## config.mk

```make
export PLATFORM = sky130hd
export DESIGN_NAME = trgs_top
export DESIGN_NICKNAME = d
export VERILOG_FILES = /design/src/trgs_pkg.sv /design/src/trgs_top.sv /design/src/trgs_fine_dec.sv /design/src/trgs_fifo.sv
export VERILOG_INCLUDE_DIRS = /design/src
export SDC_FILE = /design/constraint.sdc
export NUM_CORES = 1
export LEC_CHECK = 0
export BUFFER_PORTS_ARGS = -buffer_cell sky130_fd_sc_hd__buf_4
export CORE_MARGIN = 4
export CORE_UTILIZATION = 45
export CTS_CLUSTER_SIZE = 20
export DETAILED_ROUTE_END_ITERATION = 8
export PLACE_DENSITY = 0.62
export SYNTH_ARGS = -nofsm -noshare
export SYNTH_HDL_FRONTEND = slang
export SYNTH_SLANG_ARGS = --single-unit
```

## constraint.sdc

```tcl
create_clock -name i_ref_clk -period 5.7 [get_ports i_ref_clk]
set_input_delay 0 -clock i_ref_clk [delete_from_list [all_inputs] [get_ports i_ref_clk]]
set_output_delay 0 -clock i_ref_clk [all_outputs]
set_load 0.01 [all_outputs]
```

## src/trgs_defs.svh

```systemverilog
// trgs_defs.svh: widths, field positions and counts of the range gate
// and smoother; included only by trgs_top, not by the other design files
`ifndef TRGS_DEFS_SVH
`define TRGS_DEFS_SVH

`define TRGS_CNT_W       15
`define TRGS_FINE_W      6
`define TRGS_HOLD_W      21
`define TRGS_ACC_W       26
`define TRGS_AVG_LSB     5
`define TRGS_FIFO_DEPTH  8
`define TRGS_SYNC_W      8
// 102.4 m: 16 coarse counts of 6.4 m, placed above the six fine bits
`define TRGS_REDUCE      21'h000400
`define TRGS_GATE_LEN    5'h10
`define TRGS_MISS_LIM    7'h40
`define TRGS_HIT_LIM     6'h20

`endif

```

## src/trgs_pkg.sv

```systemverilog
// trgs_pkg: types shared by the range gate and smoother
// needs no trgs_defs.svh constants; the state codes are written inline
package trgs_pkg;

  // gray steps idle -> add -> reduce; reduce -> idle changes both bits
  typedef enum logic [1:0] {
    ST_IDLE   = 2'h0,
    ST_ADD    = 2'h1,
    ST_REDUCE = 2'h3
  } trgs_state_e;

endpackage : trgs_pkg

```

## src/trgs_top.sv

```systemverilog
// trgs_top: coarse range counter, target hold register, range gate,
// acquisition modes and 32-return smoothing accumulator
// assumes echo, phase flags and tap bits arrive from outside the clock
// domain; bin tick and output ready come from logic on i_ref_clk
// Operation
// decode thermometer phase flags to three fine bits
// 21-bit hold register keeps or circulates serially
// load coarse count high, fine range low six
// hold keeps latest return until the next
// add new range serially into the accumulator
// then reduce hold by 102.4 m, clamp zero
// ungated at startup and when target lost
// lock gate after two returns within 51.2 m; code locks on an in-gate return 14 counts nearer to 1 farther
// near targets open the gate at zero
// gate start by 15-bit counter equality
// sixteen-count gate; only in-gate returns accepted
// miss counter clears on return, 64 wraps unlock
// trial flag, lock on next in-gate return
// advance flag gives early gate start indication
// average first 32 returns of each bin
// accumulator 26 bits wide, serial circulation
// average from bit six; low five bits kept
// bits ten to seven load and shift fast
// free 15-bit coarse counter wraps to zero
// hit counter saturates, blocks adds until bin tick
// accumulator cleared at each bin start
`timescale 1ns/1ps
`include "trgs_defs.svh"
module trgs_top #(
  parameter int ACC_W = `TRGS_ACC_W,
  parameter int DEPTH = `TRGS_FIFO_DEPTH
) (
  input  wire logic                  i_ref_clk,          // 50 MHz
  input  wire logic                  i_rst,              // sync, high
  input  wire logic                  i_ce,               // clock enable
  input  wire logic                  i_phase_flag_a,     // pin
  input  wire logic                  i_phase_flag_b,     // pin
  input  wire logic                  i_phase_flag_c,     // pin
  input  wire logic                  i_phase_flag_d,     // pin
  input  wire logic [2:0]            i_fine_tap,         // tap cnt, pin
  input  wire logic                  i_echo,             // return, pin
  input  wire logic [14:0]           i_range_max,        // wrap count
  input  wire logic                  i_bin_tick,         // bin start
  input  wire logic                  i_avg_ready,        // reader ready
  output logic                       o_avg_valid,        // average out
  output logic [ACC_W-`TRGS_AVG_LSB-1:0] o_avg,          // sum / 32
  output logic [`TRGS_AVG_LSB-1:0]   o_avg_frac,         // sum bits 1-5
  output logic [14:0]                o_range_count,      // coarse cnt
  output logic                       o_range_wrap,       // wrap pulse
  output logic [20:0]                o_hold,             // hold reg
  output logic                       o_gate_open,        // gate level
  output logic                       o_trial_gate_flag,  // trial mode
  output logic                       o_gate_lock_flag,   // gated mode
  output logic                       o_gate_advance_flag,// early start
  output logic [2:0]                 o_fine_code,        // decoded
  output logic [5:0]                 o_hits,             // hit count
  output logic [6:0]                 o_miss              // miss count
);
  localparam int HW = `TRGS_HOLD_W;
  localparam int SW = $clog2(ACC_W);
  localparam int AL = `TRGS_AVG_LSB;

  generate
    if (ACC_W < HW + AL || ACC_W > 32) begin : g_bad_acc
      $error("trgs_top: ACC_W must lie between 26 and 32");
    end
  endgenerate

  // pin synchronisers: {echo, tap[2:0], d, c, b, a}
  logic [7:0] sync1_ff, sync2_ff, nxt_sync1, nxt_sync2;
  logic       echo_d_ff, nxt_echo_d;

  always_comb begin
    nxt_sync1  = sync1_ff;
    nxt_sync2  = sync2_ff;
    nxt_echo_d = echo_d_ff;
    if (i_ce) begin
      nxt_sync1  = {i_echo, i_fine_tap, i_phase_flag_d, i_phase_flag_c,
                    i_phase_flag_b, i_phase_flag_a};
      nxt_sync2  = sync1_ff;
      nxt_echo_d = sync2_ff[7];
    end
  end

  always_ff @(posedge i_ref_clk) begin
    if (i_rst) begin
      sync1_ff  <= 8'h00;
      sync2_ff  <= 8'h00;
      echo_d_ff <= 1'h0;
    end else begin
      sync1_ff  <= nxt_sync1;
      sync2_ff  <= nxt_sync2;
      echo_d_ff <= nxt_echo_d;
    end
  end

  logic [2:0] fine_w;

  trgs_fine_dec u_dec (
    .i_phase_flag_a (sync2_ff[0]),
    .i_phase_flag_b (sync2_ff[1]),
    .i_phase_flag_c (sync2_ff[2]),
    .i_phase_flag_d (sync2_ff[3]),
    .o_code         (fine_w)
  );

  // core state
  trgs_pkg::trgs_state_e st_ff, nxt_st;
  logic [14:0]      cnt_ff, nxt_cnt, ref_ff, nxt_ref;
  logic             wrap_ff, nxt_wrap, adv_ff, nxt_adv;
  logic [4:0]       gate_ff, nxt_gate;
  logic             gopen_ff, nxt_gopen;
  logic             trial_ff, nxt_trial, lock_ff, nxt_lock;
  logic [6:0]       miss_ff, nxt_miss;
  logic [HW-1:0]    hold_ff, nxt_hold;
  logic [ACC_W-1:0] acc_ff, nxt_acc;
  logic             carry_ff, nxt_carry;
  logic [SW-1:0]    step_ff, nxt_step;
  logic [5:0]       hits_ff, nxt_hits;
  logic             bin_ff, nxt_bin;
  logic [2:0]       fine_ff, nxt_fine;

  logic       ret, accept, push, push_rdy, hb;
  logic [1:0] sum;

  always_comb begin
    nxt_st    = st_ff;
    nxt_cnt   = cnt_ff;
    nxt_ref   = ref_ff;
    nxt_wrap  = wrap_ff;
    nxt_adv   = adv_ff;
    nxt_gate  = gate_ff;
    nxt_gopen = gopen_ff;
    nxt_trial = trial_ff;
    nxt_lock  = lock_ff;
    nxt_miss  = miss_ff;
    nxt_hold  = hold_ff;
    nxt_acc   = acc_ff;
    nxt_carry = carry_ff;
    nxt_step  = step_ff;
    nxt_hits  = hits_ff;
    nxt_bin   = bin_ff;
    nxt_fine  = fine_ff;
    ret    = sync2_ff[7] & ~echo_d_ff;
    // a finished bin is handed on only between additions
    push   = bin_ff & (st_ff == trgs_pkg::ST_IDLE);
    accept = 1'h0;
    hb     = (step_ff < SW'(HW)) & hold_ff[0];
    sum    = {1'h0, acc_ff[0]} + {1'h0, hb} + {1'h0, carry_ff};
    if (i_ce) begin
      nxt_wrap = 1'h0;
      if (cnt_ff >= i_range_max) begin
        nxt_cnt  = 15'h0000;
        nxt_wrap = 1'h1;
      end else begin
        nxt_cnt = cnt_ff + 15'h0001;
      end
      nxt_adv = cnt_ff == ref_ff;
      if (adv_ff) begin
        nxt_gate = `TRGS_GATE_LEN;
      end else if (gate_ff != 5'h00) begin
        nxt_gate = gate_ff - 5'h01;
      end
      nxt_gopen = nxt_gate != 5'h00;
      nxt_fine  = fine_w;
      nxt_bin   = bin_ff | i_bin_tick;
      if (miss_ff == `TRGS_MISS_LIM) begin
        nxt_lock  = 1'h0;
        nxt_trial = 1'h0;
      end else if (wrap_ff) begin
        nxt_miss = miss_ff + 7'h01;
      end
      if (push & push_rdy) begin
        nxt_acc  = '0;
        nxt_hits = 6'h00;
        nxt_bin  = i_bin_tick;
      end
      unique case (st_ff)
        trgs_pkg::ST_IDLE: begin
          // returns during a bin hand-over or an addition are dropped
          accept = ret & ~push & (~lock_ff | gopen_ff);
          if (accept) begin
            nxt_miss = 7'h00;
            // every hold bit, the fast group 9:6 included, loads here
            nxt_hold = {cnt_ff, sync2_ff[6:4], fine_w};
            if (!lock_ff) begin
              if (trial_ff && gopen_ff) begin
                nxt_lock = 1'h1;
              end else begin
                nxt_trial = ~trial_ff;
              end
            end
            nxt_step  = '0;
            nxt_carry = 1'h0;
            if (hits_ff != `TRGS_HIT_LIM) begin
              nxt_hits = hits_ff + 6'h01;
              nxt_st   = trgs_pkg::ST_ADD;
            end else begin
              nxt_st = trgs_pkg::ST_REDUCE;
            end
          end
        end
        trgs_pkg::ST_ADD: begin
          nxt_acc   = {sum[0], acc_ff[ACC_W-1:1]};
          nxt_carry = sum[1];
          if (step_ff < SW'(HW)) begin
            nxt_hold = {hold_ff[0], hold_ff[HW-1:1]};
          end
          nxt_step = step_ff + 1'b1;
          if (step_ff == SW'(ACC_W - 1)) begin
            nxt_st = trgs_pkg::ST_REDUCE;
          end
        end
        trgs_pkg::ST_REDUCE: begin
          // sixteen counts, one whole gate length, never below zero
          if (hold_ff >= `TRGS_REDUCE) begin
            nxt_hold = hold_ff - `TRGS_REDUCE;
          end else begin
            nxt_hold = '0;
          end
          nxt_ref = nxt_hold[HW-1:`TRGS_FINE_W];
          nxt_st  = trgs_pkg::ST_IDLE;
        end
      endcase
    end
  end

  always_ff @(posedge i_ref_clk) begin
    if (i_rst) begin
      st_ff    <= trgs_pkg::ST_IDLE;
      cnt_ff   <= 15'h0000;
      ref_ff   <= 15'h0000;
      wrap_ff  <= 1'h0;
      adv_ff   <= 1'h0;
      gate_ff  <= 5'h00;
      gopen_ff <= 1'h0;
      trial_ff <= 1'h0;
      lock_ff  <= 1'h0;
      miss_ff  <= 7'h00;
      hold_ff  <= '0;
      acc_ff   <= '0;
      carry_ff <= 1'h0;
      step_ff  <= '0;
      hits_ff  <= 6'h00;
      bin_ff   <= 1'h0;
      fine_ff  <= 3'h0;
    end else begin
      st_ff    <= nxt_st;
      cnt_ff   <= nxt_cnt;
      ref_ff   <= nxt_ref;
      wrap_ff  <= nxt_wrap;
      adv_ff   <= nxt_adv;
      gate_ff  <= nxt_gate;
      gopen_ff <= nxt_gopen;
      trial_ff <= nxt_trial;
      lock_ff  <= nxt_lock;
      miss_ff  <= nxt_miss;
      hold_ff  <= nxt_hold;
      acc_ff   <= nxt_acc;
      carry_ff <= nxt_carry;
      step_ff  <= nxt_step;
      hits_ff  <= nxt_hits;
      bin_ff   <= nxt_bin;
      fine_ff  <= nxt_fine;
    end
  end

  // a full store holds the bin pending, which in turn stalls returns
  logic [ACC_W-1:0] avg_w;

  trgs_fifo #(
    .W     (ACC_W),
    .DEPTH (DEPTH)
  ) u_fifo (
    .i_clk   (i_ref_clk),
    .i_rst   (i_rst),
    .i_ce    (i_ce),
    .i_valid (push),
    .o_ready (push_rdy),
    .i_data  (acc_ff),
    .o_valid (o_avg_valid),
    .o_data  (avg_w),
    .i_ready (i_avg_ready)
  );

  assign o_avg               = avg_w[ACC_W-1:AL];
  assign o_avg_frac          = avg_w[AL-1:0];
  assign o_range_count       = cnt_ff;
  assign o_range_wrap        = wrap_ff;
  assign o_hold              = hold_ff;
  assign o_gate_open         = gopen_ff;
  assign o_trial_gate_flag   = trial_ff;
  assign o_gate_lock_flag    = lock_ff;
  assign o_gate_advance_flag = adv_ff;
  assign o_fine_code         = fine_ff;
  assign o_hits              = hits_ff;
  assign o_miss              = miss_ff;

endmodule : trgs_top

```

## src/trgs_fine_dec.sv

```systemverilog
// trgs_fine_dec: thermometer phase flags to the three low fine bits
// assumes flags already synchronised to the logic clock
`timescale 1ns/1ps
module trgs_fine_dec (
  input  wire logic       i_phase_flag_a, // first tap flag
  input  wire logic       i_phase_flag_b, // second tap flag
  input  wire logic       i_phase_flag_c, // third tap flag
  input  wire logic       i_phase_flag_d, // fourth tap flag
  output logic      [2:0] o_code          // {hi, mid, lo}
);
  logic a, b, c, d;
  logic fine_code_hi, fine_code_mid, fine_code_lo;

  always_comb begin
    a = i_phase_flag_a;
    b = i_phase_flag_b;
    c = i_phase_flag_c;
    d = i_phase_flag_d;
    fine_code_hi  = d;
    fine_code_mid = (a & b & ~d) | (~a & ~b & d);
    fine_code_lo  = (a & ~b & ~c & ~d) | (a & b & c & ~d)
                  | (~a & b & c & d) | (~a & ~b & ~c & d);
    o_code = {fine_code_hi, fine_code_mid, fine_code_lo};
  end

endmodule : trgs_fine_dec

```

## src/trgs_fifo.sv

```systemverilog
// trgs_fifo: valid/ready FIFO with a registered output word
// assumes one clock and a clock enable shared with the writer
`timescale 1ns/1ps
module trgs_fifo #(
  parameter int W     = 26,
  parameter int DEPTH = 8
) (
  input  wire logic         i_clk,   // logic clock
  input  wire logic         i_rst,   // sync reset, high
  input  wire logic         i_ce,    // freezes all state when low
  input  wire logic         i_valid, // writer offers a word
  output logic              o_ready, // room in the store
  input  wire logic [W-1:0] i_data,  // word written
  output logic              o_valid, // output word present
  output logic      [W-1:0] o_data,  // output word
  input  wire logic         i_ready  // reader takes the word
);
  localparam int AW = $clog2(DEPTH);

  generate
    if (DEPTH < 2 || (DEPTH & (DEPTH - 1)) != 0) begin : g_bad_depth
      $error("trgs_fifo: DEPTH must be a power of two, at least 2");
    end
  endgenerate

  logic [W-1:0]  mem [DEPTH];
  logic [AW-1:0] wr_ff, rd_ff, nxt_wr, nxt_rd;
  logic [AW:0]   cnt_ff, nxt_cnt;
  logic          val_ff, nxt_val;
  logic [W-1:0]  dat_ff, nxt_dat;
  logic          push, pop;

  always_comb begin
    o_ready = cnt_ff != (AW+1)'(DEPTH);
    push    = i_ce & i_valid & o_ready;
    // the output stage refills whenever it is empty or being taken
    pop     = i_ce & (cnt_ff != '0) & (~val_ff | i_ready);
    nxt_wr  = push ? wr_ff + 1'b1 : wr_ff;
    nxt_rd  = pop ? rd_ff + 1'b1 : rd_ff;
    nxt_cnt = cnt_ff + (AW+1)'(push) - (AW+1)'(pop);
    nxt_val = val_ff;
    nxt_dat = dat_ff;
    if (pop) begin
      nxt_val = 1'b1;
      nxt_dat = mem[rd_ff];
    end else if (i_ce & i_ready) begin
      nxt_val = 1'b0;
    end
  end

  always_ff @(posedge i_clk) begin
    if (i_rst) begin
      wr_ff  <= '0;
      rd_ff  <= '0;
      cnt_ff <= '0;
      val_ff <= 1'b0;
      dat_ff <= '0;
    end else begin
      wr_ff  <= nxt_wr;
      rd_ff  <= nxt_rd;
      cnt_ff <= nxt_cnt;
      val_ff <= nxt_val;
      dat_ff <= nxt_dat;
    end
  end

  always_ff @(posedge i_clk) begin
    if (push) begin
      mem[wr_ff] <= i_data;
    end
  end

  assign o_valid = val_ff;
  assign o_data  = dat_ff;

endmodule : trgs_fifo

```

After elaboration in Yosys (flattened, before gate mapping)

Memory sizes are Yosys's and may differ from the RTL's. A register that Yosys moved wholly into a read port is not among the register bits.
Cells that the tools add are included.

Equality and inequality tests: 10
Muxes and demuxes: 42
Add/sub/neg operators: 12
Bitwise logic cells: 41
Multiply operators: 0
Shift-type cells: 0
Divide/modulo/power cells: 0
Reductions and logical operators: 13
Order comparisons: 3

Operators with widths:

| cell                                                                                  | number |
|---|---|
| 21-bit two-way mux                                                                    | 3 |
| 21-bit case mux with 3 select lines                                                   | 1 |
| 26-bit two-way mux                                                                    | 2 |
| 7-bit two-way mux                                                                     | 4 |
| 1-bit AND                                                                             | 25 |
| 6-bit two-way mux                                                                     | 4 |
| 21-bit by 11-bit greater-or-equal comparator with 1-bit output, second input constant | 1 |
| 21-bit by 11-bit subtractor with 21-bit output, second input constant                 | 1 |
| 5-bit two-way mux                                                                     | 4 |
| 1-bit two-way mux                                                                     | 17 |
| 15-bit by 1-bit adder with 15-bit output, second input constant                       | 1 |
| 15-bit equality test                                                                  | 1 |
| 15-bit greater-or-equal comparator                                                    | 1 |
| 15-bit two-way mux                                                                    | 1 |
| 5-bit case mux with 2 select lines                                                    | 1 |
| 5-bit nonzero test                                                                    | 2 |
| 1-bit NOT                                                                             | 9 |
| 3-bit AND reduction                                                                   | 3 |
| 7-bit by 1-bit adder with 7-bit output, second input constant                         | 1 |
| 7-bit equality test, second input constant                                            | 1 |
| 1-bit OR                                                                              | 7 |
| 3-bit by 1-bit adder with 3-bit output, second input constant                         | 2 |
| 6-bit by 1-bit adder with 6-bit output, second input constant                         | 1 |
| 2-bit two-way mux                                                                     | 3 |
| other kinds (21)                                                                      | 25 |

Input bits: 28
Flip-flop bits (word level): 140
Memories: 1
Bits in latches: 0
Bits in writable memories: 208
Word-level logic and storage cells: 146
Output and inout port bits: 84
ROM bits: 0

Memory list:

| memory     | words | bits a word | read ports | clocked after memory_dff | wr ports | line            | source |
|---|---|---|---|---|---|---|---|
| u_fifo.mem | 8     | 26          | 1          | 1                        | 1        | trgs_fifo.sv:26 | `logic [W-1:0] mem [DEPTH];` |

Longest topological paths before layout

Depth in word-level cells: 9
Gate-level depth with buffers: 12

Hierarchy

Synthesis repeated with hierarchy kept, for this count alone.

Cell total of the unflattened synthesis: 1250
Area, all modules: 15826.4 µm²

By module, submodules not included:

| module        | area each (µm²) | seq. area each (µm²) | times used | cells each |
|---|---|---|---|---|
| trgs_fifo     | 9242.6          | 6986.7               | 1          | 460 |
| trgs_top      | 6523.8          | 2582.5               | 1          | 781 |
| trgs_fine_dec | 60.1            | 0.0                  | 1          | 9 |

Least setup slack after synthesis

OpenSTA, ideal clock, no wires.

Path type: register to register
Start point: reg bin_ff
End point: mem u_fifo.mem[1][0], enable pin
Period minus slack after synthesis: 4.703 ns
Data arrival time: 4.219 ns
Required time: 5.216 ns
Slack: 0.997 ns
Stages on the path, launching flop included: 6
Path buffers: 1
Library setup time: 0.484 ns
Cells stage by stage: dfxtp_1 > or3b_2 > a21oi_2 > nand2_1 > clkbuf_1 > nor4b_1

Word-level cells in the longest chain between the ends: 5

RTL lines:

| element                                 | line            | source |
|---|---|---|
| start: declaration                      | trgs_top.sv:120 | `logic bin_ff, nxt_bin;` |
| start signal: assignment                | trgs_top.sv:263 | `bin_ff <= nxt_bin;` |
| 1-bit AND                               | trgs_top.sv:146 | `push = bin_ff & (st_ff == trgs_pkg::ST_IDLE);` |
| 1-bit AND (2 in series)                 | trgs_fifo.sv:35 | `push = i_ce & i_valid & o_ready;` |
| 1-bit two-way mux                       | trgs_fifo.sv:68 | `if (push) begin` |
| 1-bit two-way mux (implied by the code) | trgs_fifo.sv:69 | `mem[wr_ff] <= i_data;` |
| end: declaration                        | trgs_fifo.sv:26 |  |

Every way passes these cells.

Worst setup path in the final report

Start point: reg st_ff[1]
End point: mem u_fifo.mem[6][21], enable pin

Word-level cells in the longest chain between the ends: 6

RTL lines:

| element                                 | line            | source |
|---|---|---|
| start: declaration                      | trgs_top.sv:108 | `trgs_pkg::trgs_state_e st_ff, nxt_st;` |
| start signal: assignment                | trgs_top.sv:230 | `st_ff <= trgs_pkg::ST_IDLE;` |
| start signal: assignment                | trgs_top.sv:248 | `st_ff <= nxt_st;` |
| 2-bit logical NOT                       | trgs_top.sv:146 |  |
| 1-bit AND                               | trgs_top.sv:146 |  |
| 1-bit AND (2 in series)                 | trgs_fifo.sv:35 |  |
| net u_fifo.push                         | trgs_fifo.sv:31 | `logic push, pop;` |
| 1-bit two-way mux                       | trgs_fifo.sv:68 |  |
| 1-bit two-way mux (implied by the code) | trgs_fifo.sv:69 |  |

The timed path passes the listed nets, and every way through them passes these cells.

==> metrics <==
Mapped Nets 1321; GR Util All Layers 0.186; setup TNS 0 ps; logic gate share of total power 0.163; min-delay src i_rst; Worst Path Arrival 3480 ps; Tmin final 3280 ps; vias per inst 5.63; pin count of the biggest net entering global routing 84; clock share of power 0.374; setup repair after global routing missed its margin no; Syn Std Cell Area 15800 sq um; first drt pass iteration count 5; total CTS buffers 40; DRC Markers 0; Placed Cells 1763; Clock Path Buffers 3; NetSw 1.77 mW; Mapped Avg Cell Area 12.5 sq um; Post-CTS Setup Repair Bufs 0; post-DP HPWL 21300 um; CTS tree built; crit-path max FO 33; cell-internal power 4.99 mW; first-pass GRT wire length 57600 um; per-cell routed wire length 19.5 um; Final Wtd Congestion 0.884; WP data required 5890 ps; starting DRC count in detailed routing 695; Net Sw Frac 0.262; ant diodes 0; max-cap viol count 0; status complete, no violations; worst reg2reg path depth 8; Main synth FF type edfxtp_1; async set-reset flop share out of synthesis 0; Sink Count 374; die height 195 um; cells after synthesis 1258; reg2reg end u_fifo.mem[6][21]$_DFFE_PP_; num ports 112; Worst Hold Depth 2; sequential group share of total power 0.464; share of cells above drive strength 1 0.195; Die ar. 38100 sq um; launch point of the worst reg-to-reg path st_ff[1]$_SDFFE_PP0P_; initial core utilization 0.457; maximum VDD drop 294 uV; Slew HR 0.130; Die Width 195 um; yosys warns 0; number of synthesized flops with an enable pin 208; Layout Nets 1423; Hold Crit Class in2reg; Highest Clock Rate 305 MHz; Port Buf Inserts 111; Synth Register Bits 374; Detailed Route WL 36000 um; vias in the first global route 10400; Pleak 6.75 nW; clk_lat worst skew 550 ps; area grow syn2layout 17.0%; Hold Crit Endpoint sync2_ff[4]$_SDFFE_PP0P_; pins over their slew limit 0; final cell count without fillers 1847; CP endpoint kind flop; slew of the pin with the lowest slew margin 1300 ps; worst setup path start st_ff[1]$_SDFFE_PP0P_; clock slew at reported path FFs 60 ps; CORE AREA 34500 sq um; Netlist cell types 69; fin crit share 0.576; Clock Skews 24.5 ps; Final setup violation count 0; critical path startpoint category flop; Root Buffer clkbuf_16; sequential-to-total area share from yosys stat 0.606; R2R Setup Slk 2420 ps; critical setup path kind reg2reg; H-tree depth 2; # fillers 2983; vias post-DR 10400; std cell rows 68; gr ovfl total 0; initial antenna violation count 0; endpoints failing hold 0; PD cells 366 nW/um^2; Routed Antenna Nets 0
-- critical path, stage by stage, from the launching register on --
cell     delay, ps
dfxtp_1        480
or3b_2         570
a21oi_2        230
nand2_1         80
buf_4          310
inv_2          190
nand2_1        160
nor3b_2        450
buf_4          430
-- cell usage in the layout, fill, tap and decap left out, drive strengths merged, types with 23 or more instances in the layout --
master / instances
mux4: 52
mux2i: 48
inv: 44
edfxtp: 208
nand2: 81
nor3: 23
a211oi: 46
xor2: 29
clkbuf: 51
buf: 128
o21ai: 26
a21oi: 85
ha: 33
dfxtp: 166
nand3: 46
nor2: 107
-- metal layers --
layer / up-vias / share of wire / global-route usage
met5: - / 0 / 0
met4: 0 / 0.022 / 0.0525
met3: 60 / 0.048 / 0.0298
met2: 236 / 0.49 / 0.315
met1: 5177 / 0.44 / 0.251
li1: 4931 / - / -
-- repair_timing --
item | 4_1_cts | 5_1_grt
endpoints found under the hold margin | 10 | 0
hold buffers | 10 | 0
resized for setup | 0 | 0
-- cells in the mapped netlist, types with 5 or more instances --
cell      count  share of area
edfxtp_1    208           0.40
dfxtp_1     166           0.21
nor2_1      107          0.025
a21oi_1      84          0.027
nand2_1      81          0.019
clkbuf_1     63          0.015
mux4_2       52          0.074
mux2i_1      48          0.030
a211oi_1     46          0.022
nand3_1      46          0.015
inv_1        40         0.0095
ha_1         33          0.026
xor2_1       29          0.016
o21ai_0      24         0.0076
nor3_1       23         0.0073
xnor2_1      19          0.011
a31oi_1      17         0.0067
nor2b_1      12         0.0048
buf_2        11         0.0035
nand4_1      11         0.0044
and3_1       10         0.0040
nor4_1       10         0.0040
nand2b_1      7         0.0028
o21a_1        7         0.0033
a21o_1        6         0.0029
a311oi_1      6         0.0033
o32ai_1       6         0.0033
and2_1        5         0.0020
nor3b_1       5         0.0024
o211ai_1      5         0.0024
-- sequential cells by signal, indices dropped and copies added (netlist names), 2 cells and up --
name,cells
o_hits,6
o_hold,21
gate_ff,5
ref_ff,15
sync2_ff,8
step_ff,5
u_fifo.o_data,26
u_fifo.rd_ff,3
o_miss,7
o_range_count,15
st_ff,2
o_fine_code,3
u_fifo.cnt_ff,4
u_fifo.mem,208
u_fifo.wr_ff,3
sync1_ff,8
acc_ff,26
-- final cells by class --
class	instances	area, sq um	area share
Clock inverter	23	225	0.0122
Multi-Input combinational cell	764	5800	0.314
Inverter	42	158	0.00854
Tap cell	455	569	0.0308
Sequential cell	374	9580	0.519
Timing Repair Buffer	138	1060	0.0575
Clock buffer	51	1070	0.0581
-- per-stage QoR --
step / total power, mW / setup slack (ps) / area (sq um) / hold WS [ps] / util
after CTS: 6.86 / 2440 / 18500 / 32.0 / 0.535
after detailed placement: 4.31 / 2410 / 17100 / 244 / 0.494
after floorplan: 3.95 / 997 / 15800 / 147 / -
after global placement: 4.29 / 2470 / 17100 / 235 / 0.494
final: 6.76 / 2420 / 18500 / 36.6 / 0.535
after global routing: 7.09 / 2210 / 18500 / 69.2 / 0.535
-- kinds of logic (layout without fill, tap and decap cells) --
group,count (synthesis),count (layout),synth area share
AOI/OAI and AO/OA,234,234,0.0966
DFF,374,374,0.606
xor gates and xnor gates,48,48,0.0266
adders and majority gates,35,35,0.0287
muxes,100,100,0.105
and+or+nand+nor,347,347,0.108
buffers and inverters,120,254,0.0294
-- power groups by stage --
stage | logic (mW) | clock network, mW | registers (mW)
after detailed placement | 1.11 | 0 | 3.20
after global routing | 1.22 | 2.71 | 3.17
final | 1.10 | 2.53 | 3.13
after floorplan | 0.852 | 0 | 3.10
after global placement | 1.10 | 0 | 3.20
after CTS | 1.12 | 2.59 | 3.14
-- worst max-delay path by stage --
stage               depth (start not counted)                          end  slack [ps]
floorplan                                   5   u_fifo.mem[1][0]$_DFFE_PP_        1000
global placement                           11  u_fifo.cnt_ff[3]$_SDFF_PP0_        2470
detailed placement                          9  u_fifo.cnt_ff[1]$_SDFF_PP0_        2410
CTS                                         8  u_fifo.mem[6][21]$_DFFE_PP_        2440
global route                                8  u_fifo.mem[6][21]$_DFFE_PP_        2210
finish                                      8  u_fifo.mem[6][21]$_DFFE_PP_        2420
No activity file was read; power rests on OpenSTA's default activity.
